===== src/hct_pkg.sv =====
// Behaviour
// RULE_01: each pixel period splits into 64 edge positions
// RULE_02: master clock runs at pixel rate unless halved
// RULE_03: halve bit at 0x0D allows a twice-rate master clock
// RULE_04: reset gate has own rise and fall positions and polarity
// RULE_05: horizontal clocks one and two each have own edges and polarity
// RULE_06: every edge position setting is six bits wide
// RULE_07: mode 001: one programmable, three copies it, two and four inverted
// RULE_08: mode 010: one and two programmable, three copies one, four copies two
// RULE_09: mode 100: one and three programmable, two and four inverted
// RULE_10: the controller never writes mode 000, 011, 101, 110 or 111
// RULE_11: pairing mode sits in bits 7 to 5 of address 0x23
// RULE_12: polarity bit 0 passes the signal, 1 inverts it
// RULE_13: rise and fall positions select any value 0 to 63
// RULE_14: reference and data strobes each have a six-bit position 0 to 63
// RULE_15: a three-bit drive setting gives 0 to 7 current steps
// RULE_16: pixel and line counters reach 8191
// RULE_17: clocks and counters follow line and field syncs
// RULE_18: clamp and blanking pulses are made inside from settings
// RULE_19: controller keeps edges out of inhibit regions
// RULE_20: bit 0 at clock_input_bias_enable enables master clock input bias
// RULE_21: drive setting 0 turns the drivers off, 7 is the strongest
// RULE_22: a six-bit phase counter runs 0 to 63, edges fire on match
// RULE_23: line sync clears pixel count, field sync clears line count
package hct_pkg;
    // ------------------------------------------------------------
    // widths
    // ------------------------------------------------------------
    localparam int PHASE_W = 6;
    localparam int CNT_W = 13;
    localparam int ADDR_W = 8;
    localparam int DATA_W = 16;
    localparam int FRAME_W = ADDR_W + DATA_W;
    localparam logic [PHASE_W-1:0] PHASE_LAST = 6'h3F;
    localparam logic [4:0] FRAME_BITS = 5'h18;

    // ------------------------------------------------------------
    // register addresses
    // ------------------------------------------------------------
    localparam logic [ADDR_W-1:0] ADDR_HALVE = 8'h0D;
    localparam logic [ADDR_W-1:0] ADDR_BIAS = 8'h15;
    localparam logic [ADDR_W-1:0] ADDR_MODE = 8'h23;
    localparam logic [ADDR_W-1:0] ADDR_RG = 8'h30;
    localparam logic [ADDR_W-1:0] ADDR_H1 = 8'h31;
    localparam logic [ADDR_W-1:0] ADDR_H2 = 8'h32;
    localparam logic [ADDR_W-1:0] ADDR_H3 = 8'h33;
    localparam logic [ADDR_W-1:0] ADDR_SAMP = 8'h34;
    localparam logic [ADDR_W-1:0] ADDR_DRV = 8'h35;
    localparam logic [ADDR_W-1:0] ADDR_CLP_T1 = 8'h40;
    localparam logic [ADDR_W-1:0] ADDR_CLP_T2 = 8'h41;
    localparam logic [ADDR_W-1:0] ADDR_PBK_T1 = 8'h42;
    localparam logic [ADDR_W-1:0] ADDR_PBK_T2 = 8'h43;
    localparam logic [ADDR_W-1:0] ADDR_HBK_T1 = 8'h44;
    localparam logic [ADDR_W-1:0] ADDR_HBK_T2 = 8'h45;

    // ------------------------------------------------------------
    // field positions
    // ------------------------------------------------------------
    localparam int F_RISE_LO = 0;
    localparam int F_FALL_LO = 6;
    localparam int F_POL = 12;
    localparam int F_MODE_HI = 7;
    localparam int F_MODE_LO = 5;
    localparam int F_DRV_HI = 2;

    // ------------------------------------------------------------
    // pairing modes and reset values
    // ------------------------------------------------------------
    localparam logic [2:0] MODE_ONE = 3'h1;
    localparam logic [2:0] MODE_TWO = 3'h2;
    localparam logic [2:0] MODE_THREE = 3'h4;
    localparam logic [12:0] RST_RG = 13'h0400;
    localparam logic [12:0] RST_H1 = 13'h0800;
    localparam logic [12:0] RST_H2 = 13'h0020;
    localparam logic [11:0] RST_SAMP = 12'hE18;
    localparam logic [2:0] RST_DRV = 3'h1;
    localparam logic [CNT_W-1:0] RST_TOG = 13'h0000;

    typedef enum logic [1:0] {
        HCT_IDLE = 2'b00,
        HCT_SHIFT = 2'b01,
        HCT_COMMIT = 2'b11
    } hct_ser_t;
endpackage


===== src/hct_timing_core.sv =====
`timescale 1ns/1ps
module hct_timing_core
    import hct_pkg::*;
(
    input wire logic clk_in,                  // phase clock, one step per rising edge
    input wire logic rst_in,                  // sync reset, active high
    input wire logic master_clock_in,         // master clock pin
    input wire logic line_sync_n_in,          // line sync pin, active low
    input wire logic field_sync_n_in,         // field sync pin, active low
    input wire logic ser_load_n_in,           // serial frame select, active low
    input wire logic ser_clk_in,              // serial shift clock
    input wire logic ser_data_in,             // serial data, msb first
    output logic reset_gate_clock_out,        // reset gate drive
    output logic horiz_clock_one_out,         // horizontal clock one
    output logic horiz_clock_two_out,         // horizontal clock two
    output logic horiz_clock_three_out,       // horizontal clock three
    output logic horiz_clock_four_out,        // horizontal clock four
    output logic driver_oe_n_out,             // low while drivers are on
    output logic [2:0] driver_current_out,    // driver current steps
    output logic reference_sample_strobe_out, // reference sampling pulse
    output logic data_sample_strobe_out,      // data sampling pulse
    output logic black_level_clamp_n_out,     // clamp pulse, active low
    output logic pixel_blanking_n_out,        // pixel blanking, active low
    output logic horiz_blanking_n_out,        // line blanking, active low
    output logic clock_bias_enable_out,       // master input bias enable
    output logic [CNT_W-1:0] pixel_count_out, // pixel within line
    output logic [CNT_W-1:0] line_count_out   // line within field
);
    // ------------------------------------------------------------
    // helpers
    // ------------------------------------------------------------
    function automatic logic hct_edge(input logic cur,
                                      input logic [PHASE_W-1:0] ph,
                                      input logic [PHASE_W-1:0] rise,
                                      input logic [PHASE_W-1:0] fall);
        logic nxt;
        nxt = cur;
        if (ph == rise) begin
            nxt = 1'b1;
        end else if (ph == fall) begin
            nxt = 1'b0;
        end
        return nxt;
    endfunction

    function automatic logic hct_in_win(input logic [CNT_W-1:0] pix,
                                        input logic [CNT_W-1:0] t1,
                                        input logic [CNT_W-1:0] t2);
        return (pix >= t1) && (pix < t2);
    endfunction

    // ------------------------------------------------------------
    // pin synchronisers
    // ------------------------------------------------------------
    localparam int NSYNC = 6;
    logic [NSYNC-1:0] pin_raw;
    logic [NSYNC-1:0] s1_q;
    logic [NSYNC-1:0] s2_q;
    logic [NSYNC-1:0] s3_q;
    logic [NSYNC-1:0] flt_q;
    logic [NSYNC-1:0] flt_d;
    logic [NSYNC-1:0] prev_q;
    logic [NSYNC-1:0] rise_w;
    logic [NSYNC-1:0] fall_w;
    logic [NSYNC-1:0] agree_w;

    assign pin_raw = {ser_data_in, ser_clk_in, ser_load_n_in,
                      field_sync_n_in, line_sync_n_in, master_clock_in};
    assign agree_w = ~(s2_q ^ s3_q);
    assign flt_d = (agree_w & s2_q) | (~agree_w & flt_q);
    assign rise_w = flt_q & ~prev_q;
    assign fall_w = ~flt_q & prev_q;

    always_ff @(posedge clk_in) begin
        if (rst_in) begin
            s1_q <= {NSYNC{1'b1}};
            s2_q <= {NSYNC{1'b1}};
            s3_q <= {NSYNC{1'b1}};
            flt_q <= {NSYNC{1'b1}};
            prev_q <= {NSYNC{1'b1}};
        end else begin
            s1_q <= pin_raw;
            s2_q <= s1_q;
            s3_q <= s2_q;
            flt_q <= flt_d;
            prev_q <= flt_q;
        end
    end

    wire logic mclk_rise = rise_w[0];
    wire logic line_start = fall_w[1];
    wire logic field_start = fall_w[2];
    wire logic load_n = flt_q[3];
    wire logic load_end = rise_w[3];
    wire logic sck_rise = rise_w[4];
    wire logic sdata = flt_q[5];

    // ------------------------------------------------------------
    // registers
    // ------------------------------------------------------------
    logic halve_q;
    logic bias_q;
    logic [7:0] mode_reg_q;
    logic [12:0] rg_q;
    logic [12:0] h1_q;
    logic [12:0] h2_q;
    logic [12:0] h3_q;
    logic [11:0] samp_q;
    logic [2:0] drv_q;
    logic [CNT_W-1:0] clp_t1_q;
    logic [CNT_W-1:0] clp_t2_q;
    logic [CNT_W-1:0] pbk_t1_q;
    logic [CNT_W-1:0] pbk_t2_q;
    logic [CNT_W-1:0] hbk_t1_q;
    logic [CNT_W-1:0] hbk_t2_q;

    // ------------------------------------------------------------
    // serial port
    // ------------------------------------------------------------
    hct_ser_t ser_q;
    hct_ser_t ser_d;
    logic [FRAME_W-1:0] shreg_q;
    logic [4:0] nbits_q;

    wire logic [ADDR_W-1:0] wr_addr = shreg_q[FRAME_W-1:DATA_W];
    wire logic [DATA_W-1:0] wr_data = shreg_q[DATA_W-1:0];
    wire logic wr_en = (ser_q == HCT_COMMIT);

    always_comb begin
        ser_d = ser_q;
        case (ser_q)
            HCT_IDLE: begin
                if (!load_n) begin
                    ser_d = HCT_SHIFT;
                end
            end
            HCT_SHIFT: begin
                if (load_end) begin
                    ser_d = (nbits_q == FRAME_BITS) ? HCT_COMMIT : HCT_IDLE;
                end
            end
            HCT_COMMIT: begin
                ser_d = HCT_IDLE;
            end
            default: begin
                ser_d = HCT_IDLE;
            end
        endcase
    end

    always_ff @(posedge clk_in) begin
        if (rst_in) begin
            ser_q <= HCT_IDLE;
            shreg_q <= '0;
            nbits_q <= 5'h00;
        end else begin
            ser_q <= ser_d;
            if (ser_q == HCT_IDLE) begin
                nbits_q <= 5'h00;
            end else if (ser_q == HCT_SHIFT && sck_rise && !load_n) begin
                shreg_q <= {shreg_q[FRAME_W-2:0], sdata};
                if (nbits_q != 5'h1F) begin
                    nbits_q <= nbits_q + 5'h01;
                end
            end
        end
    end

    always_ff @(posedge clk_in) begin
        if (rst_in) begin
            halve_q <= 1'b0;
            bias_q <= 1'b0;
            mode_reg_q <= {MODE_ONE, 5'h00};
            rg_q <= RST_RG;
            h1_q <= RST_H1;
            h2_q <= RST_H2;
            h3_q <= RST_H1;
            samp_q <= RST_SAMP;
            drv_q <= RST_DRV;
            clp_t1_q <= RST_TOG;
            clp_t2_q <= RST_TOG;
            pbk_t1_q <= RST_TOG;
            pbk_t2_q <= RST_TOG;
            hbk_t1_q <= RST_TOG;
            hbk_t2_q <= RST_TOG;
        end else if (wr_en) begin
            case (wr_addr)
                ADDR_HALVE: halve_q <= wr_data[0]; // RULE_03
                ADDR_BIAS: bias_q <= wr_data[0]; // RULE_20
                ADDR_MODE: mode_reg_q <= wr_data[7:0]; // RULE_11
                ADDR_RG: rg_q <= wr_data[12:0]; // RULE_04
                ADDR_H1: h1_q <= wr_data[12:0]; // RULE_05
                ADDR_H2: h2_q <= wr_data[12:0]; // RULE_05
                ADDR_H3: h3_q <= wr_data[12:0];
                ADDR_SAMP: samp_q <= wr_data[11:0]; // RULE_14
                ADDR_DRV: drv_q <= wr_data[F_DRV_HI:0]; // RULE_15
                ADDR_CLP_T1: clp_t1_q <= wr_data[CNT_W-1:0]; // RULE_18
                ADDR_CLP_T2: clp_t2_q <= wr_data[CNT_W-1:0];
                ADDR_PBK_T1: pbk_t1_q <= wr_data[CNT_W-1:0];
                ADDR_PBK_T2: pbk_t2_q <= wr_data[CNT_W-1:0];
                ADDR_HBK_T1: hbk_t1_q <= wr_data[CNT_W-1:0];
                ADDR_HBK_T2: hbk_t2_q <= wr_data[CNT_W-1:0];
                default: begin
                end
            endcase
        end
    end

    // ------------------------------------------------------------
    // phase counter
    // ------------------------------------------------------------
    logic [PHASE_W-1:0] phase_q;
    logic mclk_par_q;

    // with halving only every other master edge marks a pixel
    wire logic mclk_mark = mclk_rise && bias_q && (!halve_q || mclk_par_q); // RULE_03
    wire logic realign = mclk_mark || line_start; // RULE_17
    wire logic pixel_start = realign || (phase_q == PHASE_LAST);

    always_ff @(posedge clk_in) begin
        if (rst_in) begin
            phase_q <= '0;
            mclk_par_q <= 1'b0;
        end else begin
            if (line_start || !halve_q) begin
                mclk_par_q <= 1'b0;
            end else if (mclk_rise && bias_q) begin
                mclk_par_q <= ~mclk_par_q;
            end
            if (realign) begin
                phase_q <= '0; // RULE_01
            end else begin
                phase_q <= phase_q + 6'h01; // RULE_22
            end
        end
    end

    // ------------------------------------------------------------
    // pixel and line counters
    // ------------------------------------------------------------
    logic [CNT_W-1:0] pix_q;
    logic [CNT_W-1:0] lin_q;
    localparam logic [CNT_W-1:0] CNT_MAX = {CNT_W{1'b1}};

    always_ff @(posedge clk_in) begin
        if (rst_in) begin
            pix_q <= '0;
            lin_q <= '0;
        end else begin
            if (line_start) begin
                pix_q <= '0; // RULE_23
            end else if (pixel_start && pix_q != CNT_MAX) begin
                pix_q <= pix_q + 13'h0001; // RULE_16
            end
            if (field_start) begin
                lin_q <= '0; // RULE_23
            end else if (line_start && lin_q != CNT_MAX) begin
                lin_q <= lin_q + 13'h0001; // RULE_16
            end
        end
    end

    // ------------------------------------------------------------
    // edge generation
    // ------------------------------------------------------------
    logic rg_lvl_q;
    logic h1_lvl_q;
    logic h2_lvl_q;
    logic h3_lvl_q;
    wire logic [PHASE_W-1:0] ph = realign ? '0 : phase_q + 6'h01;

    always_ff @(posedge clk_in) begin
        if (rst_in) begin
            rg_lvl_q <= 1'b0;
            h1_lvl_q <= 1'b0;
            h2_lvl_q <= 1'b0;
            h3_lvl_q <= 1'b0;
        end else begin
            // RULE_13
            rg_lvl_q <= hct_edge(rg_lvl_q, ph, rg_q[F_RISE_LO+:PHASE_W],
                                 rg_q[F_FALL_LO+:PHASE_W]); // RULE_04
            h1_lvl_q <= hct_edge(h1_lvl_q, ph, h1_q[F_RISE_LO+:PHASE_W],
                                 h1_q[F_FALL_LO+:PHASE_W]); // RULE_06
            h2_lvl_q <= hct_edge(h2_lvl_q, ph, h2_q[F_RISE_LO+:PHASE_W],
                                 h2_q[F_FALL_LO+:PHASE_W]); // RULE_05
            h3_lvl_q <= hct_edge(h3_lvl_q, ph, h3_q[F_RISE_LO+:PHASE_W],
                                 h3_q[F_FALL_LO+:PHASE_W]);
        end
    end

    // ------------------------------------------------------------
    // pairing, polarity and blanking
    // ------------------------------------------------------------
    wire logic [2:0] mode = mode_reg_q[F_MODE_HI:F_MODE_LO];
    wire logic rg_pol = rg_lvl_q ^ rg_q[F_POL]; // RULE_12
    wire logic h1_pol = h1_lvl_q ^ h1_q[F_POL]; // RULE_12
    wire logic h2_pol = h2_lvl_q ^ h2_q[F_POL];
    wire logic h3_pol = h3_lvl_q ^ h3_q[F_POL];
    wire logic hbk_on = hct_in_win(pix_q, hbk_t1_q, hbk_t2_q); // RULE_18
    logic [3:0] hmap;

    // unused codes fall back to the first pairing
    always_comb begin
        case (mode)
            MODE_TWO: hmap = {h2_pol, h1_pol, h2_pol, h1_pol}; // RULE_08
            MODE_THREE: hmap = {~h3_pol, h3_pol, ~h1_pol, h1_pol}; // RULE_09
            default: hmap = {~h1_pol, h1_pol, ~h1_pol, h1_pol}; // RULE_07
        endcase
    end

    // blanking parks one and three low, two and four high
    wire logic [3:0] hout = hbk_on ? 4'hA : hmap;

    always_ff @(posedge clk_in) begin
        if (rst_in) begin
            reset_gate_clock_out <= 1'b0;
            horiz_clock_one_out <= 1'b0;
            horiz_clock_two_out <= 1'b0;
            horiz_clock_three_out <= 1'b0;
            horiz_clock_four_out <= 1'b0;
            driver_oe_n_out <= 1'b1;
            driver_current_out <= 3'h0;
            reference_sample_strobe_out <= 1'b0;
            data_sample_strobe_out <= 1'b0;
            black_level_clamp_n_out <= 1'b1;
            pixel_blanking_n_out <= 1'b1;
            horiz_blanking_n_out <= 1'b1;
            clock_bias_enable_out <= 1'b0;
            pixel_count_out <= '0;
            line_count_out <= '0;
        end else begin
            reset_gate_clock_out <= rg_pol;
            horiz_clock_one_out <= hout[0];
            horiz_clock_two_out <= hout[1];
            horiz_clock_three_out <= hout[2];
            horiz_clock_four_out <= hout[3];
            driver_oe_n_out <= (drv_q == 3'h0); // RULE_21
            driver_current_out <= drv_q; // RULE_15
            reference_sample_strobe_out <=
                (ph == samp_q[F_RISE_LO+:PHASE_W]); // RULE_14
            data_sample_strobe_out <= (ph == samp_q[F_FALL_LO+:PHASE_W]);
            black_level_clamp_n_out <=
                ~hct_in_win(pix_q, clp_t1_q, clp_t2_q); // RULE_18
            pixel_blanking_n_out <= ~hct_in_win(pix_q, pbk_t1_q, pbk_t2_q);
            horiz_blanking_n_out <= ~hbk_on;
            clock_bias_enable_out <= bias_q; // RULE_20
            pixel_count_out <= pix_q;
            line_count_out <= lin_q;
        end
    end
endmodule


===== config.mk =====
export PLATFORM = sky130hd
export DESIGN_NAME = hct_timing_core
export DESIGN_NICKNAME = d
export VERILOG_FILES = /design/src/hct_pkg.sv /design/src/hct_timing_core.sv
export SDC_FILE = /design/constraint.sdc
export NUM_CORES = 1
export LEC_CHECK = 0
export ABC_AREA = 1
export BUFFER_PORTS_ARGS = -buffer_cell sky130_fd_sc_hd__buf_2
export CAP_MARGIN = 20
export CORE_MARGIN = 1.5
export CORE_UTILIZATION = 45
export DETAILED_ROUTE_END_ITERATION = 16
export PLACE_DENSITY = 0.66
export SLEW_MARGIN = 30
export SYNTH_ARGS = -nofsm -noshare
export SYNTH_HDL_FRONTEND = slang
export SYNTH_SLANG_ARGS = --single-unit

===== constraint.sdc =====
create_clock -name clk_in -period 4.72 [get_ports clk_in]
set_input_delay 0.708 -clock clk_in [delete_from_list [all_inputs] [get_ports clk_in]]
set_output_delay 0.708 -clock clk_in [all_outputs]
set_load 0.05 [all_outputs]

Yosys cells after proc, flatten, opt, wreduce, memory -nomap -nowiden

Cells that the tools add are included.

Add/subtract/negate cells: 4
Multiply operators: 0
Div/mod/pow operators: 0
Magnitude comparators: 6
Equal/unequal tests: 36
Shifts and indexed selects: 0
Multiplexer cells: 15
Bitwise logic cells: 21
Reductions and logical operators: 44

Operators with widths:

| kind                                                                   | number |
|---|---|
| 6-bit equality test                                                    | 10 |
| 8-bit by 6-bit equality test with 1-bit output (second input constant) | 7 |
| 8-bit by 7-bit equality test with 1-bit output (second input constant) | 6 |
| 13-bit >= comparator                                                   | 3 |
| 13-bit less-than comparator                                            | 3 |
| 2-bit AND reduction                                                    | 18 |
| 13-bit by 1-bit adder with 13-bit output (second input constant)       | 2 |
| 13-bit inequality test (second input constant)                         | 2 |
| 6-bit AND                                                              | 2 |
| 6-bit NOT                                                              | 2 |
| 2-bit OR reduction                                                     | 5 |
| 1-bit logical AND                                                      | 9 |
| 8-bit by 4-bit equality test with 1-bit output (second input constant) | 1 |
| 8-bit by 5-bit equality test with 1-bit output (second input constant) | 1 |
| 1-bit 2-to-1 mux                                                       | 8 |
| 4-bit case mux with 2 select lines                                     | 1 |
| 2-bit nonzero test                                                     | 4 |
| 1-bit NOT                                                              | 7 |
| 6-bit by 1-bit adder with 6-bit output (second input constant)         | 1 |
| 6-bit equality test (second input constant)                            | 1 |
| 2-bit 2-to-1 mux                                                       | 3 |
| 6-bit 2-to-1 mux                                                       | 1 |
| 6-bit OR                                                               | 1 |
| 6-bit bitwise XOR                                                      | 1 |
| other kinds (19)                                                       | 27 |

Flip-flop bits (word level): 293
Latch bits: 0
Memory bits (writable): 0
Memory bits (read-only): 0
Output and inout bits: 41
Word-level logic and storage cells: 172
Memories kept: 0

Logic depth before layout (Yosys ltp)

Depth after elaboration: 9
Mapped depth: 13

Least setup slack after synthesis

No wires, ideal clock.

Kind: input port to flip-flop
Start: in rst_in
End: reg h1_q[11]
Setup time: 138 ps
Arrival: 1569 ps
Data required time: 4582 ps
Slack: 3013 ps
Cell stages on the path: 5
Cell sequence: clkbuf_8 -> inv_1 -> clkbuf_1 -> buf_1 -> o211ai_1

RTL lines:

| item                   | RTL line               | RTL |
|---|---|---|
| start: declaration     | hct_timing_core.sv:6   | `input wire logic rst_in,` |
| end signal: assignment | hct_timing_core.sv:192 | `ADDR_H1: h1_q <= wr_data[12:0];` |
| end: declaration       | hct_timing_core.sv:105 | `logic [12:0] h1_q;` |

No word-level cell between the ends.

==> flow_summary_export.csv <==
group,metric,value,unit
cells_and_area,final_core_util,0.5091,
route,antenna_left,0,
synthesis,yosys_warnings,0,
synthesis,synth_seq_cells,288,
synthesis,async_reset_ff_frac,0,
global_routing,grt_pass1_vias,9941,
floorplanning,top_level_ports,49,
synthesis,seq_area_frac_synth,0.4449,
clock_network,cts_resized,0,
placement,placed_cells,2021,
placement,io_buffer_count,48,
timing,max_slew.worst_pin.slew,985.8,ps
floorplanning,rows,61,
cells_and_area,syn2layout_area_growth,10.34,%
global_routing,grt_pass1_wl,51140,um
critical_path,worstReg2RegEnd,"h1_lvl_q$_SDFFE_PP0P_",
route,postRouteWirelength,31040,um
synthesis,synth_nets,1756,
timing,finalCritPeriodShare,0.4845,
synthesis,synth_edf_count,0,
clock_network,hold_buffers,0,
route,via_per_inst,5.165,
critical_path,reg2reg_depth,11,
cells_and_area,instances_no_fill,2076,
pwr,ir_worst_vdd,0.0003102,V
pwr,power_density,342.9,mW/mm^2
route,drt_iter0_drc,683,
timing,finalSetupViolations,0,
clock_network,cts_made_buffers,30,
route,drc_errors,0,
clock_network,clockBufferDepth,3,
floorplanning,initial_core_util,0.4614,
route,wire_per_inst,14.95,um
critical_path,reg2reg_setup_slack,2430,ps
pwr,clockPowerShare,0.464,
global_routing,grt-ovfl-total,0,
timing,slew_headroom,0.3419,
floorplanning,dieHeight,172.7,um
pwr,power_frac_seq,0.501,
clock_network,clkTransAtPathRegs,60,ps
clock_network,root_buffer,"clkbuf_16",
critical_path,cp.arrival,2700,ps
synthesis,yosysMostFrequentCell,"dfxtp_1",
cells_and_area,fillers,2723,
synthesis,synth_top_area_frac,0.4449,
synthesis,synthTopCellsByCount,"288 x dfxtp_1, 218 x a21oi_1, 218 x nand2_1, 217 x inv_1, 189 x o21ai_0",
cells_and_area,post_route_cells_drive_above_1_share,0.09658,
clock_network,h-tree-depth,1,
pwr,p_leak,5.937,nW
timing,fmax,0.4373,GHz
worst_hold_path,holdCritPathClass,"input pin to register",
floorplanning,dieArea,0.02983,mm^2
route,first_pass_iters,5,
run,maxCapViolations,0,
timing,hold_slack,341.9,ps
critical_path,critical_path.startpoint_type,"register",
clock_network,cts_sinks,288,
critical_path,crit_required,5130,ps
cells_and_area,design_area,0.01430,mm^2
placement,gp_congestion,0.8231,
floorplanning,design.core.area,0.02809,mm^2
clock_network,cts_tree,"done",
global_routing,grt_antenna_before_repair,0,
clock_network,post-cts-setup-buffers,0,
critical_path,endpoint,"h1_lvl_q$_SDFFE_PP0P_",
timing,clock_skew,7.215,ps
pwr,p_sw,1.072,mW
placement,dp_hpwl,20290,um
pwr,comb_power_share,0.036,
timing,hold_viol_final,0,
global_routing,grt_max_degree,115,
timing,drv_slew,0,
route,vias,10723,
synthesis,syn_area_per_cell,7.774,um^2
outcome,status,"finished clean",
cells_and_area,nets,1764,
floorplanning,die_w,172.7,um
synthesis,synthesis.area,0.01296,mm^2
clock_network,insertion_delay,550,ps
critical_path,end_kind,"register",
cells_and_area,n_antenna_cell,0,
timing,tns,0,ps
pwr,internal-power,3.831,mW
critical_path,path_class,"register to register",
placement,placed_cell_area,0.01334,mm^2
synthesis,synth_cells,1667,
synthesis,yosysUniqueCellTypes,52,
synthesis,synth_area_leaders,"dfxtp_1 44%, a21oi_1 8.4%, ha_1 7.8%",
pwr,switching_share,0.2186,
global_routing,track_usage,0.2075,
synthesis,synth_flop_cell,"dfxtp_1",
critical_path,path_max_fanout,18,
timing,period_minus_slack,2287,ps
timing,grt_setup_unrepaired,"false",
synthesis,synth_top_cell_by_area,"dfxtp_1",
-- through the flow --
stage               power [mW]  setup WS [ps]
floorplan                2.643           3013
global placement         2.680           2119
detailed placement       2.683           2104
CTS                      4.959           2442
global route             5.084           2128
finish                   4.903           2433
-- critical path, stage by stage (launching register included) --
cell	delay, ps
dfxtp_1	330
inv_2	60
nand2_4	210
inv_6	60
a21oi_4	480
nand3_2	450
nand2_1	170
nand2_1	70
nor2_1	120
nand2_1	70
nand2_1	60
a21oi_1	50
-- cell families after synthesis --
family | share of synthesized area
AO/OA/AOI/OAI | 0.1871
flip-flops | 0.4449
buffers and inverters | 0.09548
AND/OR/NAND/NOR | 0.1807
adder cells (fa/ha/maj) | 0.07897
XOR/XNOR | 0.01284
-- area by class of cell --
type                            instances  area (um^2)  area share
Inverter                              229        869.6     0.06081
Timing Repair Buffer                   51        275.3     0.01925
Tap cell                              378        473.0     0.03307
Clock buffer                           46        882.1     0.06169
Sequential cell                       288         5766      0.4032
Clock inverter                          9        72.57    0.005075
Multi-Input combinational cell       1075         5962      0.4169
-- how the worst min path moves through the flow --
stage                    endpoint  cells after the start  slack, ps               start
2_1_floorplan  s2_q[0]$_SDFF_PP1_                      1        390  s1_q[0]$_SDFF_PP1_
3_3_place_gp   s2_q[5]$_SDFF_PP1_                      1        390  s1_q[5]$_SDFF_PP1_
3_5_place_dp   s2_q[4]$_SDFF_PP1_                      1        390  s1_q[4]$_SDFF_PP1_
4_1_cts        s1_q[0]$_SDFF_PP1_                      2        320     master_clock_in
5_1_grt        s1_q[0]$_SDFF_PP1_                      2        320     master_clock_in
6_report       s1_q[0]$_SDFF_PP1_                      2        340     master_clock_in
-- state kept, by name, indices dropped and copies added, names as in the netlist, 5 cells and up, named ones only --
| signal | count |
|---|---|
| clp_t2_q | 13 |
| pbk_t1_q | 13 |
| rg_q | 13 |
| pix_q | 13 |
| phase_q | 6 |
| hbk_t1_q | 13 |
| s1_q | 6 |
| s2_q | 6 |
| h3_q | 13 |
| s3_q | 6 |
| samp_q | 12 |
| shreg_q | 24 |
| pixel_count_out | 13 |
| h2_q | 13 |
| line_count_out | 13 |
| clp_t1_q | 13 |
| h1_q | 13 |
| lin_q | 13 |
| hbk_t2_q | 13 |
| pbk_t2_q | 13 |
| nbits_q | 5 |
| prev_q | 5 |
-- placed cells by master, fill, tap and decap left out, types with 20 or more instances in the layout --
cell type and n:
ha_1 81, nand4_1 38, nor3_1 20, dfxtp_1 288, nor2_1 139, nand3_1 48
inv_1 216, clkbuf_16 31, a21oi_1 218, buf_2 48, o21ai_0 189, nand2_1 218
-- power groups by stage --
stage | logic [mW] | registers [mW] | clock network, mW
2_1_floorplan | 0.120 | 2.52 | 0
3_3_place_gp | 0.172 | 2.51 | 0
3_5_place_dp | 0.175 | 2.51 | 0
4_1_cts | 0.176 | 2.45 | 2.33
5_1_grt | 0.197 | 2.46 | 2.43
6_report | 0.175 | 2.46 | 2.27
-- metal layers --
metal / global-route usage / vias to the layer above / wire length [um] / part of all wire
met2: 0.3335 / 280 / 13680 / 0.44
met1: 0.2861 / 4869 / 14870 / 0.48
met4: 0.06558 / 0 / 808 / 0.026
met5: 0 / - / 0 / 0
li1: - / 5524 / - / -
met3: 0.03188 / 50 / 1677 / 0.054
Power figures use the tool's default switching activity.
